==> src/design/tmb_pkg.sv <==
// Purpose: shared constants and types for the 16-bit timer and its byte-wide access path
// Assumes: one system clock; 8-bit processor bus with one-cycle strobes
// Notes:   register selects are local codes of the byte-access port
package tmb_pkg;

  localparam int DATA_W = 8;
  localparam int CNT_W  = 16;

  // Byte locations on the access port
  typedef enum logic [3:0] {
    TMB_CNT_LO  = 4'h0,
    TMB_CNT_HI  = 4'h1,
    TMB_MA_LO   = 4'h2,
    TMB_MA_HI   = 4'h3,
    TMB_MB_LO   = 4'h4,
    TMB_MB_HI   = 4'h5,
    TMB_CAP_LO  = 4'h6,
    TMB_CAP_HI  = 4'h7,
    TMB_CTRL_A  = 4'h8,
    TMB_CTRL_B  = 4'h9,
    TMB_STATUS  = 4'hA
  } tmb_sel_t;

  // Field positions
  localparam int CTRL_A_WGM_LSB = 0;   // Mode bits 1:0 in control A
  localparam int CTRL_B_CS_LSB  = 0;   // Clock source in control B bits 2:0
  localparam int CTRL_B_WGM_LSB = 3;   // Mode bits 3:2 in control B bits 4:3
  localparam int STATUS_OVF_BIT = 0;

  localparam logic [7:0]  CTRL_RESET  = 8'h00;
  localparam logic [7:0]  STAGE_RESET = 8'h00;
  localparam logic [15:0] CNT_RESET   = 16'h0000;

  localparam logic [15:0] CNT_FLOOR = 16'h0000;
  localparam logic [15:0] CNT_MAX   = 16'hFFFF;
  localparam logic [15:0] TOP_8BIT  = 16'h00FF;
  localparam logic [15:0] TOP_9BIT  = 16'h01FF;
  localparam logic [15:0] TOP_10BIT = 16'h03FF;

  localparam logic [2:0] CS_STOPPED = 3'h0;

  typedef enum logic [1:0] {
    TMB_TOP_FIXED_MAX,
    TMB_TOP_FIXED,
    TMB_TOP_MATCH_A,
    TMB_TOP_CAPTURE
  } tmb_top_src_t;

  typedef enum logic [1:0] {
    TMB_SEQ_UP,      // Count up, wrap at ceiling
    TMB_SEQ_CLEAR,   // Count up, clear at ceiling
    TMB_SEQ_UPDOWN   // Count up to ceiling, then down to floor
  } tmb_seq_t;

endpackage : tmb_pkg

==> src/design/tmb_bus_if.sv <==
// Purpose: byte-wide register access between processor end and timer end
// Assumes: wr_stb and rd_stb are single-cycle, never both high together
// Notes:   read data is combinational in the strobe cycle
interface tmb_bus_if;
  logic       wr_stb;
  logic       rd_stb;
  logic [3:0] sel;
  logic [7:0] wdata;
  logic [7:0] rdata;

  modport timer (
    input  wr_stb,
    input  rd_stb,
    input  sel,
    input  wdata,
    output rdata
  );

  modport cpu (
    output wr_stb,
    output rd_stb,
    output sel,
    output wdata,
    input  rdata
  );
endinterface : tmb_bus_if

==> src/design/tmb_timer_end.sv <==
// Purpose: 16-bit counter with shared high-byte staging for byte-wide access
// Assumes: tick_in is a one-cycle enable from an external prescaler or edge detector
// Notes:   compare, capture event and waveform pins live elsewhere
module tmb_timer_end #(
  parameter int CNT_W = tmb_pkg::CNT_W
) (
  input  wire logic             clock,
  input  wire logic             sys_rst,
  tmb_bus_if.timer              bus,
  input  wire logic             tick_in,
  input  wire logic             capture_stb,
  output logic [CNT_W-1:0]      count_value,
  output logic [CNT_W-1:0]      match_reg_a,
  output logic [CNT_W-1:0]      match_reg_b,
  output logic [CNT_W-1:0]      capture_reg,
  output logic                  timer_tick,
  output logic                  count_top,
  output logic                  count_floor,
  output logic                  overflow_flag
);
  logic [7:0]       stage_hi;
  logic [7:0]       timer_ctrl_a;
  logic [7:0]       timer_ctrl_b;
  logic             count_down;
  logic [3:0]       wave_mode_sel;
  logic [2:0]       clock_source_sel;
  logic [15:0]      ceiling;
  tmb_pkg::tmb_seq_t seq;
  logic             tick;
  logic             at_top;
  logic             at_floor;
  logic             lo_wr;
  logic [7:0]       next_rdata;

  assign wave_mode_sel    = {timer_ctrl_b[tmb_pkg::CTRL_B_WGM_LSB +: 2],
                             timer_ctrl_a[tmb_pkg::CTRL_A_WGM_LSB +: 2]};
  assign clock_source_sel = timer_ctrl_b[tmb_pkg::CTRL_B_CS_LSB +: 3];
  assign tick     = tick_in && (clock_source_sel != tmb_pkg::CS_STOPPED);
  assign at_top   = (count_value == ceiling);
  assign at_floor = (count_value == tmb_pkg::CNT_FLOOR);

  always_comb begin
    seq     = tmb_pkg::TMB_SEQ_UP;
    ceiling = tmb_pkg::CNT_MAX;
    case (wave_mode_sel)
      4'h1, 4'h5: ceiling = tmb_pkg::TOP_8BIT;
      4'h2, 4'h6: ceiling = tmb_pkg::TOP_9BIT;
      4'h3, 4'h7: ceiling = tmb_pkg::TOP_10BIT;
      4'h4, 4'hF: ceiling = match_reg_a;
      4'hC, 4'hE: ceiling = capture_reg;
      4'h8, 4'hA: ceiling = capture_reg;
      4'h9, 4'hB: ceiling = match_reg_a;
      default:    ceiling = tmb_pkg::CNT_MAX;
    endcase
    case (wave_mode_sel)
      4'h1, 4'h2, 4'h3, 4'h8, 4'h9, 4'hA, 4'hB: seq = tmb_pkg::TMB_SEQ_UPDOWN;
      4'h4, 4'hC:                               seq = tmb_pkg::TMB_SEQ_CLEAR;
      default:                                  seq = tmb_pkg::TMB_SEQ_UP;
    endcase
  end

  assign lo_wr = bus.wr_stb && (bus.sel == tmb_pkg::TMB_CNT_LO);

  // single staging byte for all wide registers
  // only high writes and counter or capture low reads load it
  always_ff @(posedge clock or posedge sys_rst) begin
    if (sys_rst) begin
      stage_hi <= tmb_pkg::STAGE_RESET;
    end else if (bus.wr_stb) begin
      case (bus.sel)
        // every high write (counter, match A, match B, capture) goes to staging
        tmb_pkg::TMB_CNT_HI, tmb_pkg::TMB_MA_HI,
        tmb_pkg::TMB_MB_HI, tmb_pkg::TMB_CAP_HI: stage_hi <= bus.wdata;
        default: stage_hi <= stage_hi;
      endcase
    end else if (bus.rd_stb) begin
      case (bus.sel)
        tmb_pkg::TMB_CNT_LO: stage_hi <= count_value[15:8];
        tmb_pkg::TMB_CAP_LO: stage_hi <= capture_reg[15:8];
        default: stage_hi <= stage_hi;
      endcase
    end
  end

  // whole word loads on low write
  always_ff @(posedge clock or posedge sys_rst) begin
    if (sys_rst) begin
      match_reg_a  <= tmb_pkg::CNT_RESET;
      match_reg_b  <= tmb_pkg::CNT_RESET;
      timer_ctrl_a <= tmb_pkg::CTRL_RESET;
      timer_ctrl_b <= tmb_pkg::CTRL_RESET;
    end else if (bus.wr_stb) begin
      case (bus.sel)
        tmb_pkg::TMB_MA_LO:  match_reg_a  <= {stage_hi, bus.wdata};
        tmb_pkg::TMB_MB_LO:  match_reg_b  <= {stage_hi, bus.wdata};
        tmb_pkg::TMB_CTRL_A: timer_ctrl_a <= bus.wdata;
        tmb_pkg::TMB_CTRL_B: timer_ctrl_b <= bus.wdata;
        default: ;
      endcase
    end
  end

  // Capture takes the counter; a processor write in the same cycle wins
  always_ff @(posedge clock or posedge sys_rst) begin
    if (sys_rst) begin
      capture_reg <= tmb_pkg::CNT_RESET;
    end else if (bus.wr_stb && bus.sel == tmb_pkg::TMB_CAP_LO) begin
      capture_reg <= {stage_hi, bus.wdata};
    end else if (capture_stb) begin
      capture_reg <= count_value;
    end
  end

  // clear, up or down per tick
  always_ff @(posedge clock or posedge sys_rst) begin
    if (sys_rst) begin
      count_value <= tmb_pkg::CNT_RESET;
      count_down  <= 1'b0;
    end else if (lo_wr) begin
      count_value <= {stage_hi, bus.wdata};
    end else if (tick) begin
      case (seq)
        tmb_pkg::TMB_SEQ_CLEAR: begin
          count_value <= at_top ? tmb_pkg::CNT_FLOOR : count_value + 16'h0001;
          count_down  <= 1'b0;
        end
        tmb_pkg::TMB_SEQ_UPDOWN: begin
          if (at_top) begin
            count_down  <= 1'b1;
            count_value <= count_value - 16'h0001;
          end else if (count_down && at_floor) begin
            count_down  <= 1'b0;
            count_value <= count_value + 16'h0001;
          end else if (count_down) begin
            count_value <= count_value - 16'h0001;
          end else begin
            count_value <= count_value + 16'h0001;
          end
        end
        default: begin
          count_value <= at_top ? tmb_pkg::CNT_FLOOR : count_value + 16'h0001;
          count_down  <= 1'b0;
        end
      endcase
    end
  end

  // overflow at floor for dual slope, at ceiling otherwise
  // Software clears by writing one; a same-cycle set wins
  always_ff @(posedge clock or posedge sys_rst) begin
    if (sys_rst) begin
      overflow_flag <= 1'b0;
    end else if (tick && !lo_wr &&
                 ((seq == tmb_pkg::TMB_SEQ_UPDOWN) ? (count_down && at_floor) : at_top)) begin
      overflow_flag <= 1'b1;
    end else if (bus.wr_stb && bus.sel == tmb_pkg::TMB_STATUS &&
                 bus.wdata[tmb_pkg::STATUS_OVF_BIT]) begin
      overflow_flag <= 1'b0;
    end
  end

  always_ff @(posedge clock or posedge sys_rst) begin
    if (sys_rst) begin
      count_top   <= 1'b0;
      count_floor <= 1'b0;
      timer_tick  <= 1'b0;
    end else begin
      count_top   <= at_top;
      count_floor <= at_floor;
      timer_tick  <= tick;
    end
  end

  always_comb begin
    next_rdata = 8'h00;
    case (bus.sel)
      tmb_pkg::TMB_CNT_LO:  next_rdata = count_value[7:0];
      tmb_pkg::TMB_CNT_HI:  next_rdata = stage_hi;
      tmb_pkg::TMB_MA_LO:   next_rdata = match_reg_a[7:0];
      tmb_pkg::TMB_MA_HI:   next_rdata = match_reg_a[15:8];
      tmb_pkg::TMB_MB_LO:   next_rdata = match_reg_b[7:0];
      tmb_pkg::TMB_MB_HI:   next_rdata = match_reg_b[15:8];
      tmb_pkg::TMB_CAP_LO:  next_rdata = capture_reg[7:0];
      tmb_pkg::TMB_CAP_HI:  next_rdata = stage_hi;
      tmb_pkg::TMB_CTRL_A:  next_rdata = timer_ctrl_a;
      tmb_pkg::TMB_CTRL_B:  next_rdata = timer_ctrl_b;
      tmb_pkg::TMB_STATUS:  next_rdata = {7'h00, overflow_flag};
      default:              next_rdata = 8'h00;
    endcase
  end
  // Combinational so the low byte is seen in the strobe cycle, as the bus expects
  assign bus.rdata = next_rdata;
endmodule // tmb_timer_end

==> src/flat_wrapper.sv <==
// flat-port wrapper written by rule: the top's interface ports become plain ports
module tmb_timer_end_flat 
#(
  parameter int CNT_W = tmb_pkg::CNT_W
)
  (clock, sys_rst, tick_in, capture_stb, count_value, match_reg_a, match_reg_b, capture_reg, timer_tick, count_top, count_floor, overflow_flag, bus_wr_stb, bus_rd_stb, bus_sel, bus_wdata, bus_rdata);
  tmb_bus_if bus_i ();
  input  wire logic clock;
  input  wire logic sys_rst;
  input  wire logic tick_in;
  input  wire logic capture_stb;
  output logic [CNT_W-1:0] count_value;
  output logic [CNT_W-1:0] match_reg_a;
  output logic [CNT_W-1:0] match_reg_b;
  output logic [CNT_W-1:0] capture_reg;
  output logic timer_tick;
  output logic count_top;
  output logic count_floor;
  output logic overflow_flag;
  input wire logic [$bits(bus_i.wr_stb)-1:0] bus_wr_stb;
  input wire logic [$bits(bus_i.rd_stb)-1:0] bus_rd_stb;
  input wire logic [$bits(bus_i.sel)-1:0] bus_sel;
  input wire logic [$bits(bus_i.wdata)-1:0] bus_wdata;
  output wire logic [$bits(bus_i.rdata)-1:0] bus_rdata;
  assign bus_i.wr_stb = bus_wr_stb;
  assign bus_i.rd_stb = bus_rd_stb;
  assign bus_i.sel = bus_sel;
  assign bus_i.wdata = bus_wdata;
  assign bus_rdata = bus_i.rdata;
  tmb_timer_end #(.CNT_W(CNT_W)) u_core (.clock(clock), .sys_rst(sys_rst), .bus(bus_i), .tick_in(tick_in), .capture_stb(capture_stb), .count_value(count_value), .match_reg_a(match_reg_a), .match_reg_b(match_reg_b), .capture_reg(capture_reg), .timer_tick(timer_tick), .count_top(count_top), .count_floor(count_floor), .overflow_flag(overflow_flag));
endmodule
==> config.mk <==
export PLATFORM = sky130hd
export DESIGN_NAME = tmb_timer_end_flat
export DESIGN_NICKNAME = d
export VERILOG_FILES = /design/src/design/tmb_pkg.sv /design/src/design/tmb_bus_if.sv /design/src/design/tmb_timer_end.sv /design/src/flat_wrapper.sv
export SDC_FILE = /design/constraint.sdc
export NUM_CORES = 1
export LEC_CHECK = 0
export ABC_AREA = 1
export BUFFER_PORTS_ARGS = -buffer_cell sky130_fd_sc_hd__buf_2
export CORE_MARGIN = 5
export CORE_UTILIZATION = 53
export CTS_CLUSTER_DIAMETER = 150
export DETAILED_ROUTE_END_ITERATION = 10
export GPL_TIMING_DRIVEN = 0
export PLACE_DENSITY = 0.78
export SYNTH_ARGS = -nofsm -noshare
export SYNTH_HDL_FRONTEND = slang
export SYNTH_SLANG_ARGS = --single-unit
==> constraint.sdc <==
create_clock -name clock -period 2.3 [get_ports clock]
set_input_delay 0 -clock clock [delete_from_list [all_inputs] [get_ports clock]]
set_output_delay 0 -clock clock [all_outputs]
set_load 0.005 [all_outputs]
==> results of run 1 <==
==> metrics by stage <==
stage / total power, mW / std cells / cell area, sq um / setup TNS, ps / setup slack [ps]
2_1_floorplan: 5.00 / 908 / 6300 / 0 / 173
3_3_place_gp: 6.33 / 1144 / 6950 / -3030 / -280
3_5_place_dp: 6.38 / 1146 / 6990 / -3130 / -256
4_1_cts: 8.08 / 1177 / 7550 / -60.1 / -28.3
5_1_grt: 9.02 / 1181 / 7750 / -3890 / -241
6_report: 8.49 / 1181 / 7750 / -1830 / -153
==> final timing paths <==
path	slack, ps	cells after the start	start	endpoint
setup / recovery	-150	18	u_core.timer_ctrl_a[0]$_DFFE_PP0P_	u_core.count_value[9]$_DFFE_PP0P_
hold / removal	20	3	tick_in	u_core.timer_tick$_DFF_PP0_
setup reg to reg	-150	18	u_core.timer_ctrl_a[0]$_DFFE_PP0P_	u_core.count_value[9]$_DFFE_PP0P_
hold reg to reg	500	2	u_core.timer_ctrl_b[7]$_DFFE_PP0P_	u_core.timer_ctrl_b[7]$_DFFE_PP0P_
max in group asynchronous	1270	5	sys_rst	u_core.count_value[1]$_DFFE_PP0P_
min in group asynchronous	220	3	sys_rst	u_core.capture_reg[15]$_DFFE_PP0P_
==> routing by layer <==
| layer | wire (microns) | up-vias |
|---|---|---|
| met2 | 10500 | 541 |
| met4 | 542 | 0 |
| met5 | 0 | - |
| li1 | - | 3314 |
| met1 | 10400 | 3392 |
| met3 | 3230 | 48 |
==> layout make-up <==
cell class / count / area [sq um] / area share
Tap cell: 143 / 179 / 0.0231
Buffer: 39 / 240 / 0.0310
Timing Repair Buffer: 120 / 746 / 0.0962
Clock inverter: 6 / 46.3 / 0.00597
Multi-Input combinational cell: 666 / 3570 / 0.460
Clock buffer: 10 / 239 / 0.0308
Inverter: 104 / 399 / 0.0515
Sequential cell: 93 / 2340 / 0.301
==> repair_timing <==
action	4_1_cts	5_1_grt
buffers inserted	9	6
hold buffers	7	0
pin swaps	11	23
resized for setup	43	39
gates cloned	2	1
endpoints found under the setup margin	19	19
hold endpoints to repair	26	0
==> placed cells by master, fill, tap and decap left out, types with 19 or more instances in the layout <==
| cell type | n |
|---|---|
| inv_1 | 89 |
| nand2_1 | 226 |
| nor2_1 | 62 |
| clkbuf_1 | 22 |
| nand3_1 | 83 |
| nand4_1 | 29 |
| o22ai_1 | 19 |
| o21ai_0 | 86 |
| xor2_1 | 20 |
| dfrtp_1 | 85 |
| buf_2 | 97 |
==> cell families (layout without fill, tap and decap cells) <==
group | after synthesis | after routing | synth area share
buffers and inverters | 149 | 279 | 0.0971
and+or+nand+nor | 468 | 468 | 0.328
xor gates and xnor gates | 21 | 21 | 0.0292
DFF | 93 | 93 | 0.369
adders and majority gates | 3 | 3 | 0.00596
AOI/OAI and AO/OA | 174 | 174 | 0.170
==> power by group <==
group / switching [mW] / leakage [nW] / internal, mW / total (mW)
Sequential: 0.767 / 1.19 / 2.10 / 2.86
Combinational: 2.59 / 2.50 / 1.57 / 4.15
Clock: 0.697 / 0.141 / 0.773 / 1.47
==> worst reg2reg max path: stages (launching register included) <==
cell,delay (ps)
dfrtp_2,440
buf_12,140
nor2_4,200
buf_6,140
nand2_1,50
o21ai_1,80
inv_1,80
nand4_1,140
nand2_2,110
nor2_4,120
nand2_2,80
nor2_4,170
nand2_4,100
buf_8,160
nand2_4,60
nand3_2,50
nand2_1,80
nand2_1,50
nand2_1,130
==> qor.csv, run 1 <==
metric,value,unit
setup_violations,19,
failed_checks,setup timing,
ctsHtreeMaxLevel,3,
first_pass_iters,6,
slew_headroom,0.170,
use_met2,0.500,
worst_path_largest_cell_delay,440,ps
start_util,0.547,
layout.nets,1054,
place.gp.congestion,1.02,
leakagePower,3.83,nW
clockBufferDepth,2,
dominantRegCellSynth,dfrtp_1,
antenna_found_initial,0,
clkTransAtPathRegs,70,ps
grt_pass1_wl,37500,microns
synth.most_common_cell,nand2_1,
grt_usage,0.343,
insertion_delay,360,ps
fin_crit,2450,ps
root_buffer,clkbuf_16,
rows,39,
die_w,119,microns
crit_buf_inv,4,
drtIter0Drc,1002,
grt_max_degree,45,
port_buffers,93,
cts_tree,built,
die_h,119,microns
wl_per_cell,20.9,microns
grt_pass1_vias,6559,
maxCapViolCount,0,
worst_pin_slew,1230,ps
hold_path.class,input pin to flop,
yosys.cell_types.count,41,
max_freq,0.408,GHz
cts_made_buffers,9,
worstSetupEndpointType,flop,
wl,24700,microns
status,"finished, violations left",
core,11500,sq um
synth_area_per_cell,6.94,sq um
hpwlAfterDp,18200,microns
critPathTopFamily,simple AND/OR/NAND/NOR gates,
synthTopCellsByArea,"dfrtp_1, nand2_1, nand3_1",
ir_drop,586,uV
skew,11.3,ps
vias,7295,
synth_edf_count,0,
slew_violations,0,
hold_ws,20.6,ps
yosys_warnings,0,
synthTopCellsByCount,"nand2_1, nand3_1, dfrtp_1, inv_1, o21ai_0",
async_flop_share,1.00,
fin_ws,-153,ps
grt_busiest_layer,met1,
rsz0062_at_grt,true,
syn_to_final_growth,23.0,%
via_per_inst,6.18,
synth.largest_area_cell,dfrtp_1,
critPathMostFrequentCell,nand2_1,
cts_sinks,93,
dieArea,14200,sq um
drc,0,
ioPinCount,94,
met3_usage,0.0706,
min_period_over_period,1.07,
crit_path_start_kind,flop,
finalHoldViolations,0,
postLayoutCoreUtil,0.673,
gr-total-overflow,0,
drive_gt1_frac,0.212,
detail-route-antenna-nets,0,
power_density,1090,nW/um^2
path_class,flop to flop,
synth_cells,908,
n_antenna_cell,0,
use_met1,0.514,
worstPathCellList,buf_12 -> nor2_4 -> buf_6 -> nand2_1 -> o21ai_1 -> inv_1 -> nand4_1 -> nand2_2 -> nor2_4 -> nand2_2 -> nor2_4 -> nand2_4 -> buf_8 -> nand2_4 -> nand3_2 -> nand2_1 -> nand2_1 -> nand2_1,
fillers,1035,
crit_arrival,2740,ps
synth-seq-cells,93,
worstPathMaxFanout,5,
synth_nets,929,
required,2590,ps
cp_slowest_cell,dfrtp_2,
ys_seq_area_frac,0.369,
syn-cell-area,6300,sq um
synth_top_area_share,0.369,
Note: power is estimated with default switching activity, not from simulation.
==> run 2: changes to the inputs <==
CORE_ASPECT_RATIO = 1.75   (was unset)
==> run 2 against run 1 <==
Wire length rose by 8.4%. Combinational power rose by 6.3%. Critical path type unchanged. Non-clock buffer count did not move. The flow still finishes with violations (setup timing).
==> qor.csv, run 2 (synthesis gave the netlist of run 1 again) <==
metric,value,unit
drtIter0Drc,925,
rows,52,
worstSetupEndpointType,flop,
slew_violations,0,
core,11600,sq um
die_w,92.4,microns
grt_max_degree,37,
dieArea,14300,sq um
final_common_cell,nand2_1,
syn_to_final_growth,23.8,%
critPathTopFamily,simple AND/OR/NAND/NOR gates,
worst_pin_slew,1260,ps
cts_tree,built,
gr-total-overflow,0,
grt_usage,0.372,
fillers,1043,
power,8.83,mW
hpwlAfterDp,20000,microns
clkTransAtPathRegs,70,ps
p_clk_frac,0.188,
cts_made_buffers,9,
final_area,7800,sq um
comb_power_share,0.500,
drive_gt1_frac,0.206,
crit_arrival,2690,ps
cp_slowest_cell,dfrtp_2,
intPower,4.70,mW
final_cell_mix,"nand2_1, buf_2, inv_1",
first_pass_iters,7,
maxCapViolCount,0,
grt_pass1_vias,7359,
critPathMostFrequentCell,nand2_4,
layout.nets,1054,
worstPathMaxFanout,10,
ctsHtreeMaxLevel,3,
path_class,flop to flop,
fin_ws,-174,ps
min_period_over_period,1.08,
skew,7.26,ps
clockBufferDepth,2,
postLayoutCoreUtil,0.670,
leakagePower,3.88,nW
fin_crit,2470,ps
n_antenna_cell,0,
hold_path.class,input pin to flop,
power_frac_seq,0.313,
ioPinCount,94,
status,"finished, violations left",
max_freq,0.404,GHz
antenna_found_initial,0,
ir_drop,755,uV
required,2510,ps
setup_violations,18,
place.gp.congestion,1.00,
placed_area,6980,sq um
vias,7536,
wl_per_cell,22.8,microns
rsz0062_at_grt,true,
worst_path_largest_cell_delay,450,ps
slew_headroom,0.154,
start_util,0.541,
switching_share,0.468,
detail-route-antenna-nets,0,
die_h,154,microns
wl,26700,microns
finalHoldViolations,0,
power.switching,4.13,mW
power_density,1130,nW/um^2
via_per_inst,6.42,
worstPathCellList,nor2_4 -> nand2_2 -> nand2_4 -> nand2_4 -> nand2_8 -> clkbuf_16 -> nand3_2 -> nand2_1 -> nand2_1 -> nor2_2 -> nand2_2 -> nor2_4 -> nand2_4 -> buf_6 -> o21ai_1 -> o221ai_2,
insertion_delay,350,ps
grt_pass1_wl,40500,microns
crit_path_start_kind,flop,
failed_checks,setup timing,
root_buffer,clkbuf_16,
drc,0,
crit_buf_inv,2,
cts_sinks,93,
port_buffers,93,
run 2: worst reg2reg max path, stage by stage, from the launching register on:
cell	delay (ps)
dfrtp_2	450
nor2_4	170
nand2_2	80
nand2_4	110
nand2_4	80
nand2_8	120
clkbuf_16	160
nand3_2	60
nand2_1	70
nand2_1	90
nor2_2	140
nand2_2	80
nor2_4	150
nand2_4	110
buf_6	170
o21ai_1	170
o221ai_2	120
run 2: metal layers:
layer | vias up | wire, microns | global-route usage | part of all wire
li1 | 3322 | - | - | -
met1 | 3459 | 8370 | 0.397 | 0.31
met2 | 567 | 13100 | 0.631 | 0.49
met3 | 188 | 2410 | 0.0525 | 0.090
met4 | 0 | 2850 | 0.320 | 0.11
met5 | - | 0 | 0 | 0
run 2: power by group through the flow:
stage               clock (mW)  sequential, mW  combinational [mW]
global route              1.72            2.80                4.80
floorplan                    0            2.50                2.50
detailed placement           0            2.66                3.77
CTS                       1.64            2.71                3.94
global placement             0            2.66                3.73
finish                    1.66            2.76                4.41
run 2: worst paths after layout:
| check | cells past startpoint | startpoint | slack, ps | to |
|---|---|---|---|---|
| max | 16 | u_core.timer_ctrl_a[0]$_DFFE_PP0P_ | -170 | u_core.count_value[0]$_DFFE_PP0P_ |
| min | 3 | tick_in | 40 | u_core.timer_tick$_DFF_PP0_ |
| max reg2reg | 16 | u_core.timer_ctrl_a[0]$_DFFE_PP0P_ | -170 | u_core.count_value[0]$_DFFE_PP0P_ |
| min reg2reg | 2 | u_core.timer_ctrl_a[4]$_DFFE_PP0P_ | 500 | u_core.timer_ctrl_a[4]$_DFFE_PP0P_ |
| max in group asynchronous | 4 | sys_rst | 1370 | u_core.count_value[9]$_DFFE_PP0P_ |
| min in group asynchronous | 3 | sys_rst | 310 | u_core.match_reg_b[12]$_DFFE_PP0P_ |
run 2: cell type report:
| class | count | area, sq um | area share |
|---|---|---|---|
| repair buffers | 117 | 743 | 0.0953 |
| clock inverters | 7 | 95.1 | 0.0122 |
| well taps | 135 | 169 | 0.0216 |
| clock buffers | 9 | 225 | 0.0289 |
| inverters | 104 | 408 | 0.0523 |
| multi-input cells | 666 | 3570 | 0.458 |
| plain buffers | 42 | 256 | 0.0329 |
| flip-flops and latches | 93 | 2330 | 0.299 |
run 2: what timing repair did:
| item | 4_1_cts | 5_1_grt |
|---|---|---|
| endpoints found under the setup margin | 19 | 22 |
| gates resized for setup | 37 | 44 |
| buffers inserted | 7 | 5 |
| cloned | 1 | 2 |
| pin swaps | 8 | 29 |
| hold buffers | 7 | 0 |
| hold endpoints to repair | 33 | 0 |
run 2: metrics by stage:
stage / hold WS, ps / setup TNS, ps / setup WS, ps / cells
2_1_floorplan: 142 / 0 / 173 / 908
3_3_place_gp: 255 / -5890 / -392 / 1136
3_5_place_dp: 136 / -6510 / -401 / 1138
4_1_cts: 13.6 / -1160 / -111 / 1166
5_1_grt: 50.2 / -4630 / -302 / 1173
6_report: 39.7 / -2390 / -174 / 1173
